--- config.mk ---
export PLATFORM = sky130hd
export DESIGN_NAME = uiifc_regs
export DESIGN_NICKNAME = d
export VERILOG_FILES = /design/src/rtl/uiifc_pkg.sv /design/src/rtl/uiifc_ident_enc.sv /design/src/rtl/uiifc_regs.sv
export SDC_FILE = /design/constraint.sdc
export NUM_CORES = 1
export LEC_CHECK = 0
export ABC_AREA = 1
export BUFFER_PORTS_ARGS = -buffer_cell sky130_fd_sc_hd__buf_2
export CAP_MARGIN = 20
export CELL_PAD_IN_SITES_DETAIL_PLACEMENT = 2
export CELL_PAD_IN_SITES_GLOBAL_PLACEMENT = 2
export CORE_MARGIN = 1
export CORE_UTILIZATION = 29
export DETAILED_ROUTE_END_ITERATION = 7
export PLACE_DENSITY_LB_ADDON = 0.2
export SKIP_LAST_GASP = 1
export SYNTH_ARGS = -nofsm -noshare
export SYNTH_HDL_FRONTEND = slang
export SYNTH_HIERARCHICAL = 1
export SYNTH_SLANG_ARGS = --single-unit
export TNS_END_PERCENT = 100
--- constraint.sdc ---
create_clock -name clk_sys_in -period 2.3 [get_ports clk_sys_in]
set_input_delay 0.345 -clock clk_sys_in [delete_from_list [all_inputs] [get_ports clk_sys_in]]
set_output_delay 0.345 -clock clk_sys_in [all_outputs]
set_load 0.03 [all_outputs]
--- src/rtl/uiifc_pkg.sv ---
// Function
// - Upper interrupt enable bits change only while the gate bit is set.
// - Divisor upper byte, offset 1 under latch select except at line control 0xBF; only power-on clears.
// - Ident bit 0 is one when none pending; resets to 01; offset 2.
// - Line status 000110, timeout 001100, rx 000100, tx 000010, modem 000000.
// - Input pin change reports ident 110000 at priority five.
// - Flow-stop or special character reports ident 010000 at priority six.
// - Handshake line going inactive reports ident 100000 at priority seven.
// - Bit 4: flow-resume clears a flow-stop, an ident read clears a special.
// - FIFO control at offset 2, written with latch select zero, resets 00.
// - Control bits 7:6 pick receive trigger of 8, 16, 56 or 60 characters.
// - Control bits 5:4 pick transmit trigger of 8, 16, 32 or 56 spaces.
// - Transmit trigger field changes only while enhanced gate bit is set.
// - Control bit 2 empties transmit FIFO, keeps shifter, then self-clears.
// - Control bit 1 empties receive FIFO, keeps shifter, then self-clears.
// - FIFO enable zero: one character each, other bits locked, trigger one.
// - FIFO enable one: both FIFOs enabled with 64 characters each.
// - Enhanced features only at line control 0xBF with hide bit clear.
package uiifc_pkg;
   localparam logic [3:0] UIIFC_OFS_DIVISOR_HIGH = 4'h1;
   localparam logic [3:0] UIIFC_OFS_INT_ENABLE   = 4'h1;
   localparam logic [3:0] UIIFC_OFS_IDENT        = 4'h2;
   localparam logic [3:0] UIIFC_OFS_FIFO_CTRL    = 4'h2;
   localparam logic [3:0] UIIFC_OFS_ENH_FEAT     = 4'h2;
   localparam int         UIIFC_LC_LATCH_BIT     = 7;
   localparam logic [7:0] UIIFC_LC_ENH_KEY       = 8'hBF;
   localparam int         UIIFC_EF_GATE_BIT      = 4;
   localparam int         UIIFC_FC_ENABLE_BIT    = 0;
   localparam int         UIIFC_FC_RXRST_BIT     = 1;
   localparam int         UIIFC_FC_TXRST_BIT     = 2;
   localparam int         UIIFC_FC_RSVD_BIT      = 3;
   localparam int         UIIFC_IE_XOFF_BIT      = 5;
   localparam int         UIIFC_IE_RTS_BIT       = 6;
   localparam int         UIIFC_IE_CTS_BIT       = 7;
   localparam logic [7:0] UIIFC_RST_DIVISOR_HIGH = 8'h00;
   localparam logic [7:0] UIIFC_RST_IDENT        = 8'h01;
   localparam logic [7:0] UIIFC_RST_FIFO_CTRL    = 8'h00;
   localparam logic [7:0] UIIFC_RST_INT_ENABLE   = 8'h00;
   localparam logic [7:0] UIIFC_RST_ENH_FEAT     = 8'h00;
   localparam logic [7:0] UIIFC_IE_LOCK_MASK     = 8'hF0;
   localparam logic [7:0] UIIFC_FC_TXTRIG_MASK   = 8'h30;
   localparam logic [7:0] UIIFC_FC_WRITE_MASK    = 8'hF1;
   // Source index order is priority order, index 0 is the most urgent.
   localparam int         UIIFC_NUM_SRC          = 8;
   localparam logic [7:0][5:0] UIIFC_IDENT_CODE  = {
      6'h20, 6'h10, 6'h30, 6'h00, 6'h02, 6'h04, 6'h0C, 6'h06};
   localparam logic [5:0] UIIFC_IDENT_NONE       = 6'h01;
   localparam logic [3:0][6:0] UIIFC_RX_TRIG     = {
      7'h3C, 7'h38, 7'h10, 7'h08};
   localparam logic [3:0][6:0] UIIFC_TX_TRIG     = {
      7'h38, 7'h20, 7'h10, 7'h08};
   localparam logic [6:0] UIIFC_TRIG_SINGLE      = 7'h01;
   localparam logic [6:0] UIIFC_DEPTH_FIFO       = 7'h40;
   localparam logic [6:0] UIIFC_DEPTH_SINGLE     = 7'h01;
endpackage

--- src/rtl/uiifc_ident_enc.sv ---
`timescale 1ns/1ps
module uiifc_ident_enc (
   input  wire logic       clk_sys_in,
   input  wire logic       arst_n_in,
   input  wire logic [7:0] src_in,
   output logic      [5:0] ident_out
);
   logic [5:0] ident_nxt;

   always_comb begin
      ident_nxt = uiifc_pkg::UIIFC_IDENT_NONE;
      // Walk from lowest to highest priority so the most urgent wins.
      for (int i = uiifc_pkg::UIIFC_NUM_SRC - 1; i >= 0; i--) begin
         if (src_in[i]) begin
            ident_nxt = uiifc_pkg::UIIFC_IDENT_CODE[i];
         end
      end
   end

   always_ff @(posedge clk_sys_in or negedge arst_n_in) begin
      if (!arst_n_in) begin
         ident_out <= uiifc_pkg::UIIFC_RST_IDENT[5:0];
      end else begin
         ident_out <= ident_nxt;
      end
   end
endmodule

--- src/rtl/uiifc_regs.sv ---
`timescale 1ns/1ps
module uiifc_regs (
   input  wire logic       clk_sys_in,
   input  wire logic       arst_n_in,
   input  wire logic       soft_reset_in,
   input  wire logic [3:0] reg_addr_in,
   input  wire logic       reg_wr_in,
   input  wire logic       reg_rd_in,
   input  wire logic [7:0] reg_wdata_in,
   input  wire logic [7:0] line_control_in,
   input  wire logic       supp_efr_hide_in,
   input  wire logic       src_line_status_in,
   input  wire logic       src_rx_timeout_in,
   input  wire logic       src_rx_data_in,
   input  wire logic       src_tx_ready_in,
   input  wire logic       src_modem_in,
   input  wire logic       src_pin_change_in,
   input  wire logic       flow_stop_det_in,
   input  wire logic       flow_resume_det_in,
   input  wire logic       special_char_det_in,
   input  wire logic       cts_inactive_in,
   input  wire logic       rts_inactive_in,
   output logic      [7:0] reg_rdata_out,
   output logic      [7:0] divisor_high_byte_out,
   output logic      [7:0] interrupt_enable_out,
   output logic      [7:0] enhanced_features_out,
   output logic      [7:0] fifo_control_out,
   output logic            tx_fifo_reset_out,
   output logic            rx_fifo_reset_out,
   output logic      [6:0] rx_trigger_out,
   output logic      [6:0] tx_trigger_out,
   output logic      [6:0] fifo_depth_out,
   output logic            int_pending_out
);
   logic       latch_sel;
   logic       enh_sel;
   logic       gate_on;
   logic       wr_dlh;
   logic       wr_ier;
   logic       wr_fcr;
   logic       wr_efr;
   logic       rd_iir;
   logic       xoff_flag_r;
   logic       spec_flag_r;
   logic [7:0] src_gated;
   logic [5:0] ident_code;
   logic [7:0] ident_val;
   logic [7:0] fcr_nxt;
   logic [7:0] rdata_nxt;

   assign latch_sel = line_control_in[uiifc_pkg::UIIFC_LC_LATCH_BIT];
   assign enh_sel   = (line_control_in == uiifc_pkg::UIIFC_LC_ENH_KEY)
                      && !supp_efr_hide_in;
   assign gate_on   = enhanced_features_out[uiifc_pkg::UIIFC_EF_GATE_BIT];
   assign wr_dlh    = reg_wr_in && latch_sel
                      && (line_control_in != uiifc_pkg::UIIFC_LC_ENH_KEY)
                      && (reg_addr_in
                          == uiifc_pkg::UIIFC_OFS_DIVISOR_HIGH);
   assign wr_ier    = reg_wr_in && !latch_sel
                      && (reg_addr_in == uiifc_pkg::UIIFC_OFS_INT_ENABLE);
   assign wr_fcr    = reg_wr_in && !latch_sel
                      && (reg_addr_in
                          == uiifc_pkg::UIIFC_OFS_FIFO_CTRL);
   assign wr_efr    = reg_wr_in && enh_sel
                      && (reg_addr_in
                          == uiifc_pkg::UIIFC_OFS_ENH_FEAT);
   assign rd_iir    = reg_rd_in && !latch_sel
                      && (reg_addr_in == uiifc_pkg::UIIFC_OFS_IDENT);

   // The divisor byte ignores the soft reset, only the pin reset clears it.
   always_ff @(posedge clk_sys_in or negedge arst_n_in) begin
      if (!arst_n_in) begin
         divisor_high_byte_out <= uiifc_pkg::UIIFC_RST_DIVISOR_HIGH;
      end else if (wr_dlh) begin
         divisor_high_byte_out <= reg_wdata_in;
      end
   end

   always_ff @(posedge clk_sys_in or negedge arst_n_in) begin
      if (!arst_n_in) begin
         enhanced_features_out <= uiifc_pkg::UIIFC_RST_ENH_FEAT;
      end else if (soft_reset_in) begin
         enhanced_features_out <= uiifc_pkg::UIIFC_RST_ENH_FEAT;
      end else if (wr_efr) begin
         enhanced_features_out <= reg_wdata_in;
      end
   end

   always_ff @(posedge clk_sys_in or negedge arst_n_in) begin
      if (!arst_n_in) begin
         interrupt_enable_out <= uiifc_pkg::UIIFC_RST_INT_ENABLE;
      end else if (soft_reset_in) begin
         interrupt_enable_out <= uiifc_pkg::UIIFC_RST_INT_ENABLE;
      end else if (wr_ier) begin
         if (gate_on) begin
            interrupt_enable_out <= reg_wdata_in;
         end else begin
            interrupt_enable_out <= (interrupt_enable_out
                                     & uiifc_pkg::UIIFC_IE_LOCK_MASK)
                                    | (reg_wdata_in
                                       & ~uiifc_pkg::UIIFC_IE_LOCK_MASK);
         end
      end
   end

   // A write with the enable bit low leaves the other fields untouched.
   always_comb begin
      fcr_nxt = fifo_control_out;
      fcr_nxt[uiifc_pkg::UIIFC_FC_ENABLE_BIT] =
         reg_wdata_in[uiifc_pkg::UIIFC_FC_ENABLE_BIT];
      if (reg_wdata_in[uiifc_pkg::UIIFC_FC_ENABLE_BIT]) begin
         fcr_nxt[7:6] = reg_wdata_in[7:6];
         if (gate_on) begin
            fcr_nxt[5:4] = reg_wdata_in[5:4];
         end
      end
      fcr_nxt = fcr_nxt & uiifc_pkg::UIIFC_FC_WRITE_MASK;
   end

   always_ff @(posedge clk_sys_in or negedge arst_n_in) begin
      if (!arst_n_in) begin
         fifo_control_out <= uiifc_pkg::UIIFC_RST_FIFO_CTRL;
      end else if (soft_reset_in) begin
         fifo_control_out <= uiifc_pkg::UIIFC_RST_FIFO_CTRL;
      end else if (wr_fcr) begin
         fifo_control_out <= fcr_nxt;
      end
   end

   // Reset strobes last one cycle; shifters outside are not touched.
   always_ff @(posedge clk_sys_in or negedge arst_n_in) begin
      if (!arst_n_in) begin
         tx_fifo_reset_out <= 1'b0;
         rx_fifo_reset_out <= 1'b0;
      end else begin
         tx_fifo_reset_out <= wr_fcr
            && reg_wdata_in[uiifc_pkg::UIIFC_FC_ENABLE_BIT]
            && reg_wdata_in[uiifc_pkg::UIIFC_FC_TXRST_BIT];
         rx_fifo_reset_out <= wr_fcr
            && reg_wdata_in[uiifc_pkg::UIIFC_FC_ENABLE_BIT]
            && reg_wdata_in[uiifc_pkg::UIIFC_FC_RXRST_BIT];
      end
   end

   always_ff @(posedge clk_sys_in or negedge arst_n_in) begin
      if (!arst_n_in) begin
         rx_trigger_out <= uiifc_pkg::UIIFC_TRIG_SINGLE;
         tx_trigger_out <= uiifc_pkg::UIIFC_TRIG_SINGLE;
         fifo_depth_out <= uiifc_pkg::UIIFC_DEPTH_SINGLE;
      end else if (fifo_control_out[uiifc_pkg::UIIFC_FC_ENABLE_BIT]) begin
         rx_trigger_out <=
            uiifc_pkg::UIIFC_RX_TRIG[fifo_control_out[7:6]];
         tx_trigger_out <=
            uiifc_pkg::UIIFC_TX_TRIG[fifo_control_out[5:4]];
         fifo_depth_out <= uiifc_pkg::UIIFC_DEPTH_FIFO;
      end else begin
         rx_trigger_out <= uiifc_pkg::UIIFC_TRIG_SINGLE;
         tx_trigger_out <= uiifc_pkg::UIIFC_TRIG_SINGLE;
         fifo_depth_out <= uiifc_pkg::UIIFC_DEPTH_SINGLE;
      end
   end

   // New detections win over a clear in the same cycle.
   always_ff @(posedge clk_sys_in or negedge arst_n_in) begin
      if (!arst_n_in) begin
         xoff_flag_r <= 1'b0;
      end else if (soft_reset_in) begin
         xoff_flag_r <= 1'b0;
      end else if (flow_stop_det_in) begin
         xoff_flag_r <= 1'b1;
      end else if (flow_resume_det_in) begin
         xoff_flag_r <= 1'b0;
      end
   end

   always_ff @(posedge clk_sys_in or negedge arst_n_in) begin
      if (!arst_n_in) begin
         spec_flag_r <= 1'b0;
      end else if (soft_reset_in) begin
         spec_flag_r <= 1'b0;
      end else if (special_char_det_in) begin
         spec_flag_r <= 1'b1;
      end else if (rd_iir) begin
         spec_flag_r <= 1'b0;
      end
   end

   assign src_gated = {
      (cts_inactive_in && interrupt_enable_out[uiifc_pkg::UIIFC_IE_CTS_BIT])
      || (rts_inactive_in
          && interrupt_enable_out[uiifc_pkg::UIIFC_IE_RTS_BIT]),
      (xoff_flag_r || spec_flag_r)
         && interrupt_enable_out[uiifc_pkg::UIIFC_IE_XOFF_BIT],
      src_pin_change_in,
      src_modem_in && interrupt_enable_out[3],
      src_tx_ready_in && interrupt_enable_out[1],
      src_rx_data_in && interrupt_enable_out[0],
      src_rx_timeout_in && interrupt_enable_out[0],
      src_line_status_in && interrupt_enable_out[2]};

   uiifc_ident_enc u_enc (
      .clk_sys_in (clk_sys_in),
      .arst_n_in  (arst_n_in),
      .src_in     (src_gated),
      .ident_out  (ident_code)
   );

   assign ident_val = {{2{fifo_control_out[uiifc_pkg::UIIFC_FC_ENABLE_BIT]}},
                       ident_code};

   always_comb begin
      rdata_nxt = 8'h00;
      if (reg_addr_in == uiifc_pkg::UIIFC_OFS_IDENT) begin
         if (enh_sel) begin
            rdata_nxt = enhanced_features_out;
         end else if (!latch_sel) begin
            rdata_nxt = ident_val;
         end
      end else if (reg_addr_in == uiifc_pkg::UIIFC_OFS_DIVISOR_HIGH) begin
         if (!latch_sel) begin
            rdata_nxt = interrupt_enable_out;
         end else if (line_control_in != uiifc_pkg::UIIFC_LC_ENH_KEY) begin
            rdata_nxt = divisor_high_byte_out;
         end
      end
   end

   always_ff @(posedge clk_sys_in or negedge arst_n_in) begin
      if (!arst_n_in) begin
         reg_rdata_out   <= 8'h00;
         int_pending_out <= 1'b0;
      end else begin
         reg_rdata_out   <= reg_rd_in ? rdata_nxt : reg_rdata_out;
         int_pending_out <= !ident_code[0];
      end
   end
endmodule

[Word-level counts from Yosys, hierarchy flattened]
Cells that the tools add are included.
Cells by class
  bitwise gates (word level): 1
  equal/unequal tests: 4
  order comparisons: 2
  reductions and logical operators: 36
  mux-type cells: 36
Operator list (number)
  $mux 8: 13
  $mux 6: 8
  $mux 7: 5
  $bmux 7 s2: 2
  $logic_and 1x1->1: 22
  $reduce_bool 2->1: 5
  $eq 8x8->1 const B: 1
  $ne 8x8->1 const B: 1
  $or 8x4->8: 1
  $lt 2x3->1 const B: 2
  $mux 1: 6
  $reduce_bool 3->1: 2
  $eq 4x1->1 const B: 1
  $eq 4x2->1 const B: 1
  $mux 4: 1
  $logic_not 1->1: 3
  $reduce_and 3->1: 1
  $logic_or 1x1->1: 2
  $mux 2: 1
  $reduce_and 2->1: 1
Word-level totals
  input bits: 37
  output and inout bits: 64
  logic and storage cells: 95
  register bits: 72

[Logic depth before layout (Yosys ltp)]
Gate-level depths: netlist (run 1).
  depth in word-level cells: 10
  depth in mapped cells: 10
  gate-level depth less buffers: 9

[Cells and area by module]
The synthesis (run 1) kept the hierarchy.
By module, submodules not included
  uiifc_regs: sequential area each 1277.5 µm², times used 1, area an instance 2636.3 µm², cells each 343
  uiifc_ident_enc: sequential area each 151.4 µm², times used 1, area an instance 241.5 µm², cells each 27

[Worst setup path after synthesis (run 1)]
Ideal clock, no wire load.
  path kind: input-to-reg
  start: input port line_control_in[7]
  end: register interrupt_enable_out[5]
  buffers on the path: 1
  path slack: 1.038 ns
  arrival: 1.134 ns
  setup time: 0.128 ns
  stages on the path: 7
  required time: 2.172 ns
  cells stage by stage: buf_4 nor2_1 nand4_1 nand2_1 nand2_1 nand2_1 o21ai_0
On the way
  cells in the longest elaborated chain, start to end: 4
Ends and longest elaborated chain
  start, declared: RTL line uiifc_regs.sv:10  | input wire logic [7:0] line_control_in,
  $logic_not 1->1
  $logic_and 1x1->1: RTL line uiifc_regs.sv:59  | assign wr_ier = reg_wr_in && !latch_sel
  $logic_and 1x1->1: RTL line uiifc_regs.sv:60  | && (reg_addr_in == uiifc_pkg::UIIFC_OFS_INT_ENABLE);
  $reduce_bool 2->1 (no source line)
  end signal, assigned: RTL line uiifc_regs.sv:91  | interrupt_enable_out <= uiifc_pkg::UIIFC_RST_INT_ENABLE;
  end signal, assigned: RTL line uiifc_regs.sv:93  | interrupt_enable_out <= uiifc_pkg::UIIFC_RST_INT_ENABLE;
  end signal, assigned: RTL line uiifc_regs.sv:96  | interrupt_enable_out <= reg_wdata_in;
  end, declared: RTL line uiifc_regs.sv:25  | output logic [7:0] interrupt_enable_out,
No other way between the ends.
A chain may end at the register's enable or synchronous reset.

[Worst setup path after layout (run 1)]
  start: register fifo_control_out[0]
  end: output port fifo_control_out[0]
RTL lines
  start, declared: RTL line uiifc_regs.sv:27  | output logic [7:0] fifo_control_out,
  start signal, assigned: RTL line uiifc_regs.sv:122  | fifo_control_out <= uiifc_pkg::UIIFC_RST_FIFO_CTRL;
  start signal, assigned: RTL line uiifc_regs.sv:124  | fifo_control_out <= uiifc_pkg::UIIFC_RST_FIFO_CTRL;
  start signal, assigned: RTL line uiifc_regs.sv:126  | fifo_control_out <= fcr_nxt;
No word-level cell between the ends.

==> metrics.yaml, run 1 <==
timing.setup.critical_path_class: "reg2out"
dpl.hpwl_um: 7360
drv_slew: 0
cp.arrival_ns: 1.16
tritoncts.num_buffers: 9
timing.critical_path.buf_inv: 1
grt_start_max_net_pins: 58
cellLeakagePower_nw: 2.11
drt_iter0_drc: 57
cp_slowest_cell: "dfrtp_1"
wl_um: 9340
timing.max_cap.violations: 0
die_height_um: 102
synth_most_common_cell: "nand2_1"
final-hold-violation-count: 0
synth_top_cell_area_share_pct: 47.8
setup_viol_count_final: 0
die_width_um: 102
antenna_cells: 0
synth_area_leaders: "dfrtp_1 (48%), nand2_1 (17%), inv_1 (6.5%), buf_4 (4.4%), nor2_1 (4.4%)"
crit_fanout: 8
post_synth_instance_area_mm2: 0.00288
antenna_found_initial: 0
clock_tree.htree_level_count: 3
critPathCaptureType: "output pin"
achievable-frequency_mhz: 663
buffer_ports.inserted: 87
worst_skew_pair.late_latency_ns: 0.34
drtPass1Iterations: 4
critical_path_depth: 1
synthDominantAreaCellType: "dfrtp_1"
cts_hold_buf: 0
synthesis.area_per_instance_um2: 7.78
slowest_delay_ns: 0.55
synth_top_flop_cell: "dfrtp_1"
synth_sequential_area_ratio_pct: 49.7
setup_tns_ns: 0
cp-start-kind: "flip-flop"
design.core.area_mm2: 0.00942
numClockSinks: 57
path_clk_slew_ns: 0.07
rr_worst_depth: 5
cp.required_ns: 1.96
ff2ff_setup_slack_ns: 1.14
slew_limit_headroom_pct: 50.1
initial_core_util_pct: 30.6
cts_resized: 0
cts_max_path_buffers: 2
via_count: 2642
power_density_mw_per_mm2: 653
route.detailed.vias_per_inst: 4.45
hold_class: "in2async"
finalCriticalPeriod_ns: 1.51
drt-wirelength-per-cell_um: 15.7
vdd_drop_max_mv: 0.287
synth-warning-count: 6
synth-seq-cells: 57
post_synth_inst_count: 370
antenna_violating_nets_post_route: 0
finalCritPeriodShare_pct: 65.6
row_count: 35
global_route.overflow_total: 0
post_cts.repair.setup_buffers: 0
worst_clock_skew_ns: 0.00795
synth.cells.most_frequent: "nand2_1 (134), dfrtp_1 (55), inv_1 (50)"
status: "finished clean"
rsz_0062_raised_after_global_routing: "false"
cts_tree: "done"
worst_pin_slew_ns: 0.748
number_of_enable_flip_flop_cells_after_synthesis: 0
gpl.final_weighted_congestion: 0.794
cts.root.buffer_cell: "clkbuf_8"
grt_first_pass_wirelength_um: 15200
post_layout_nonfiller_instances: 594
r2r-end: "interrupt_enable_out[4]$_DFFE_PN0P_"
timing.rr.start: "enhanced_features_out[4]$_DFFE_PN0P_"
place.detailed.instances: 578
post-route-util_pct: 38.0
grt_use_total_pct: 20.1
layout-drive-gt1-share_pct: 26.0
flow.area_growth_from_synthesis_pct: 24.3
nNetsFinal: 497
ios: 101
floorplan_die_area_mm2: 0.0103
vias_in_the_first_global_route: 2905
path_delay_family: "flip-flops"
asyncSetResetFlopFracSynth_pct: 100
drcViolationCount: 0
hold_ws_ns: 0.138
synthDistinctLibCells: 29
worstPathCellList: "buf_2"
layout make-up:
class / count / area [µm²]
Clock buffer: 11 / 141
Clock inverter: 5 / 55.1
Inverter: 52 / 195
Sequential cell: 57 / 1430
Fill cell: 1126 / 5840
Timing Repair Buffer: 89 / 450
Tap cell: 129 / 161
Multi-Input combinational cell: 251 / 1140
worst max-delay path by stage:
stage | start | end | slack, ns
2_1_floorplan | line_control_in[7] | interrupt_enable_out[5]$_DFFE_PN0P_ | 1.04
3_3_place_gp | line_control_in[7] | reg_rdata_out[5]$_DFFE_PN0P_ | 0.58
3_5_place_dp | line_control_in[7] | reg_rdata_out[5]$_DFFE_PN0P_ | 0.51
4_1_cts | fifo_control_out[0]$_DFFE_PN0P_ | fifo_control_out[0] | 0.75
5_1_grt | line_control_in[7] | reg_rdata_out[5]$_DFFE_PN0P_ | 0.65
6_report | fifo_control_out[0]$_DFFE_PN0P_ | fifo_control_out[0] | 0.79
state kept, by name, summed over array words and instances (netlist names):
name / flops
u_enc/ident_out: 6
enhanced_features_out: 8
spec_flag_r: 1
fifo_depth_out: 2
int_pending_out: 1
tx_trigger_out: 3
xoff_flag_r: 1
divisor_high_byte_out: 8
interrupt_enable_out: 8
rx_trigger_out: 4
rx_fifo_reset_out: 1
tx_fifo_reset_out: 1
reg_rdata_out: 8
fifo_control_out: 5
stage by stage:
step / total power [mW] / instance area [µm²] / setup WS [ns]
after CTS: 2.37 / 3580 / 0.752
after global placement: 1.41 / 3380 / 0.578
after detailed placement: 1.42 / 3380 / 0.513
after global routing: 2.44 / 3580 / 0.650
final: 2.33 / 3580 / 0.792
after floorplan: 1.30 / 2920 / 1.04
cells by family (layout without fill, tap and decap cells):
group	after synthesis	count (layout)	share of synthesized area (%)
XOR/XNOR	1	1	0.304
other	1	13	0.130
AO/OA/AOI/OAI	37	37	7.09
flip-flops	57	57	49.7
buffers and inverters	74	157	12.2
AND/OR/NAND/NOR	200	200	30.7
report_power, final:
group          internal [mW]  leakage [nW]  switching, mW  total (mW)
registers               1.04         0.771         0.0355        1.08
logic                 0.0861          1.24          0.235       0.321
clock network          0.526        0.0953          0.411       0.936
total                   1.65          2.11          0.681        2.33
placed cells by master (no fill, tap or decap), drive strengths merged, types with 2 or more instances in the layout:
master,count
clkinvlp,2
dfstp,2
clkinv,3
nor2,39
o21ai,28
buf,89
nand2,136
clkbuf,11
a21oi,8
inv,51
nand4,9
dfrtp,55
nand3,15
conb,13
per-layer routing:
| layer | track usage (%) | up-vias | wire length, µm |
|---|---|---|---|
| met4 | 6.69 | 0 | 114 |
| li1 | - | 1285 | - |
| met5 | 0 | - | 0 |
| met3 | 3.45 | 10 | 389 |
| met2 | 34.5 | 64 | 4680 |
| met1 | 25.4 | 1283 | 4160 |
(Power assumes the default switching activity.)
==> run 2: changes to the inputs <==
- ABC_AREA: 1 -> 0
- clock period: 2.3 -> 1.4 ns (I/O delays scaled with it)
==> metrics.yaml, run 2 <==
status: "finished with violations"  # was finished clean
violations: "setup timing"
drv_slew: 0  # unchanged
layout.filler_cells: 995  # was 1,126
wl_um: 8400  # was 9340 µm
flow.area_growth_from_synthesis_pct: 39.4  # was 24.3%
path_clk_slew_ns: 0.07  # about the same
hold_start: "flow_stop_det_in"
synthDominantAreaCellType: "dfrtp_1"  # unchanged
hold_ws_ns: 0.0833  # was 0.138 ns
tritoncts.num_buffers: 9  # unchanged
floorplan_die_area_mm2: 0.00948  # was 0.0103 mm²
nNetsFinal: 409  # was 497
ios: 101  # unchanged
numClockSinks: 57  # unchanged
final_cell_mix: "buf_2 (87), dfrtp_1 (53), nor2_1 (39)"  # was nand2_1 (134), buf_2 (87), dfrtp_1 (55)
synth_sequential_area_ratio_pct: 54.2  # was 49.7%
timing.max_cap.violations: 0  # unchanged
clock_tree.htree_level_count: 3  # unchanged
timing.final.ws_setup_ns: -0.0236  # was 0.792 ns
worst_pin_slew_ns: 0.504  # was 0.748 ns
worst_skew_pair.late_latency_ns: 0.34  # about the same
timing.rr.start: "interrupt_enable_out[0]$_DFFE_PN0P_"  # was enhanced_features_out[4]$_DFFE_PN0P_
cts.root.buffer_cell: "clkbuf_8"  # unchanged
finalCritPeriodShare_pct: 102
layout_commonest_cell: "buf_2"  # was nand2_1
synth_area_leaders: "dfrtp_1 (52%), mux2i_1 (8.0%), nor2_1 (5.6%), buf_4 (4.6%), a21oi_1 (3.6%)"  # was dfrtp_1 (48%), nand2_1 (17%), inv_1 (6.5%), buf_4 (4.4%), nor2_1 (4.4%)
design.core.area_mm2: 0.00876  # was 0.00942 mm²
synth-warning-count: 6  # unchanged
cts_tree: "done"  # unchanged
cellLeakagePower_nw: 2.01  # was 2.11 nW
die_height_um: 97.3  # was 102 µm
buffer_ports.inserted: 87  # unchanged
post-route-util_pct: 41.9  # was 38.0%
row_count: 34  # was 35
grt_start_max_net_pins: 58  # unchanged
vdd_drop_max_mv: 0.529  # was 0.287 mV
final-hold-violation-count: 0  # unchanged
drtPass1Iterations: 4  # unchanged
min_delay_path_depth: 3
antenna_found_initial: 0  # unchanged
synth_top_flop_cell: "dfrtp_1"  # unchanged
post_synth_inst_count: 245  # was 370
synthesis.area_per_instance_um2: 10.8  # was 7.78 µm²
slew_limit_headroom_pct: 66.4  # was 50.1%
worst_clock_skew_ns: 0.0126  # was 0.00795 ns
dpl.hpwl_um: 6210  # was 7360 µm
via_count: 2333  # was 2,642
cp.required_ns: 1.69  # was 1.96 ns
cp-start-kind: "flip-flop"  # unchanged
cp.arrival_ns: 1.72  # was 1.16 ns
finalCriticalPeriod_ns: 1.42
synth_top_cell_area_share_pct: 52.2  # was 47.8%
crit_fanout: 4  # was 8
hold_class: "in2reg"  # was in2async
number_of_enable_flip_flop_cells_after_synthesis: 0  # unchanged
die_width_um: 97.3  # was 102 µm
grt_use_total_pct: 18.9  # was 20.1%
cts_max_path_buffers: 2  # unchanged
hold_ep: "xoff_flag_r$_DFFE_PN0P_"
vias_in_the_first_global_route: 2552  # was 2,905
synth-seq-cells: 57  # unchanged
timing.setup.critical_path_class: "reg2reg"  # was reg2out
gpl.final_weighted_congestion: 0.725  # was 0.794
r2r-end: "u_enc/ident_out[0]$_DFF_PN1_"  # was interrupt_enable_out[4]$_DFFE_PN0P_
achievable-frequency_mhz: 702
post_synth_instance_area_mm2: 0.00264  # was 0.00288 mm²
initial_core_util_pct: 30.1  # was 30.6%
power_density_mw_per_mm2: 1060  # was 653 mW/mm²
critPathCaptureType: "flip-flop"  # was output pin
route.detailed.vias_per_inst: 4.81  # was 4.45
drcViolationCount: 0  # unchanged
grt_first_pass_wirelength_um: 13600  # was 15,200 µm
antenna_cells: 0  # unchanged
setup_viol_count_final: 2  # was 0
layout-drive-gt1-share_pct: 44.6  # was 26.0%
global_route.overflow_total: 0  # unchanged
drt-wirelength-per-cell_um: 17.3  # was 15.7 µm
rsz_0062_raised_after_global_routing: "true"  # was false
design_power_mw: 3.91  # was 2.33 mW
rr_worst_depth: 4  # was 5
synthDistinctLibCells: 39  # was 29
synth.cells.most_frequent: "dfrtp_1 (55), nor2_1 (39), mux2i_1 (21)"  # was nand2_1 (134), dfrtp_1 (55), inv_1 (50)
ff2ff_setup_slack_ns: -0.02  # was 1.14 ns
asyncSetResetFlopFracSynth_pct: 100  # unchanged
drt_iter0_drc: 96  # was 57
antenna_violating_nets_post_route: 0  # unchanged
synth_most_common_cell: "dfrtp_1"  # was nand2_1
[run 2: worst max-delay path, stage by stage, from the launching register on]
cell	delay, ns
dfrtp_2	0.42
and2_4	0.14
or3_4	0.42
nor4_4	0.23
buf_4	0.15
[run 2: area by class of cell]
type / count / area [µm²] / share of cell area [%]
clock buffers: 10 / 138 / 3.74
inverters: 8 / 30.0 / 0.817
multi-input cells: 168 / 1110 / 30.2
flip-flops and latches: 57 / 1430 / 38.9
clock inverters: 6 / 57.6 / 1.57
repair buffers: 128 / 774 / 21.1
well taps: 108 / 135 / 3.68
[run 2: how the worst max path moves through the flow]
stage                                        startpoint                              endpoint  slack (ns)  cells past startpoint
floorplan                              supp_efr_hide_in  enhanced_features_out[4]$_DFFE_PN0P_       -0.16                      5
global placement                       supp_efr_hide_in  enhanced_features_out[4]$_DFFE_PN0P_       -0.27                      5
detailed placement                     supp_efr_hide_in  enhanced_features_out[4]$_DFFE_PN0P_       -0.30                      5
CTS                 interrupt_enable_out[0]$_DFFE_PN0P_          u_enc/ident_out[0]$_DFF_PN1_       -0.02                      4
global route        interrupt_enable_out[0]$_DFFE_PN0P_          u_enc/ident_out[0]$_DFF_PN1_       -0.11                      4
finish              interrupt_enable_out[0]$_DFFE_PN0P_          u_enc/ident_out[0]$_DFF_PN1_       -0.02                      4
[run 2: through the flow]
step	setup slack, ns	setup TNS (ns)	area [µm²]	cells
6_report	-0.0236	-0.0323	3680	485
3_5_place_dp	-0.304	-5.76	3440	467
5_1_grt	-0.106	-0.166	3680	485
4_1_cts	-0.0212	-0.0216	3660	484
3_3_place_gp	-0.272	-5.48	3440	467
2_1_floorplan	-0.157	-1.25	2710	257
[run 2: logic make-up after synthesis]
group / synth area share (%)
compound gates: 9.16
xor+xnor: 0.332
buf+inv: 6.88
flops: 54.2
mux: 11.4
other cells: 0.142
simple gates: 17.9
[run 2: timing repair]
| item | CTS | global route |
|---|---|---|
| endpoints found under the hold margin | 55 | 0 |
| hold buffers | 1 | 0 |
| setup endpoints to repair | 3 | 2 |
| gates resized for setup | 3 | 1 |
| pin swaps | 3 | 1 |
| buffers inserted | 0 | 1 |
[run 2: routing by layer]
metal	global-route usage [%]	vias up	wire length (µm)
met4	7.47	0	172
met2	30.8	67	4110
met1	24.4	1174	3790
li1	-	1080	-
met3	3.96	12	322
met5	0	-	0
[run 2: power by group]
group | switching (mW) | total (mW) | internal [mW]
sequential | 0.0536 | 1.78 | 1.72
clock | 0.688 | 1.54 | 0.857
combinational | 0.388 | 0.593 | 0.205
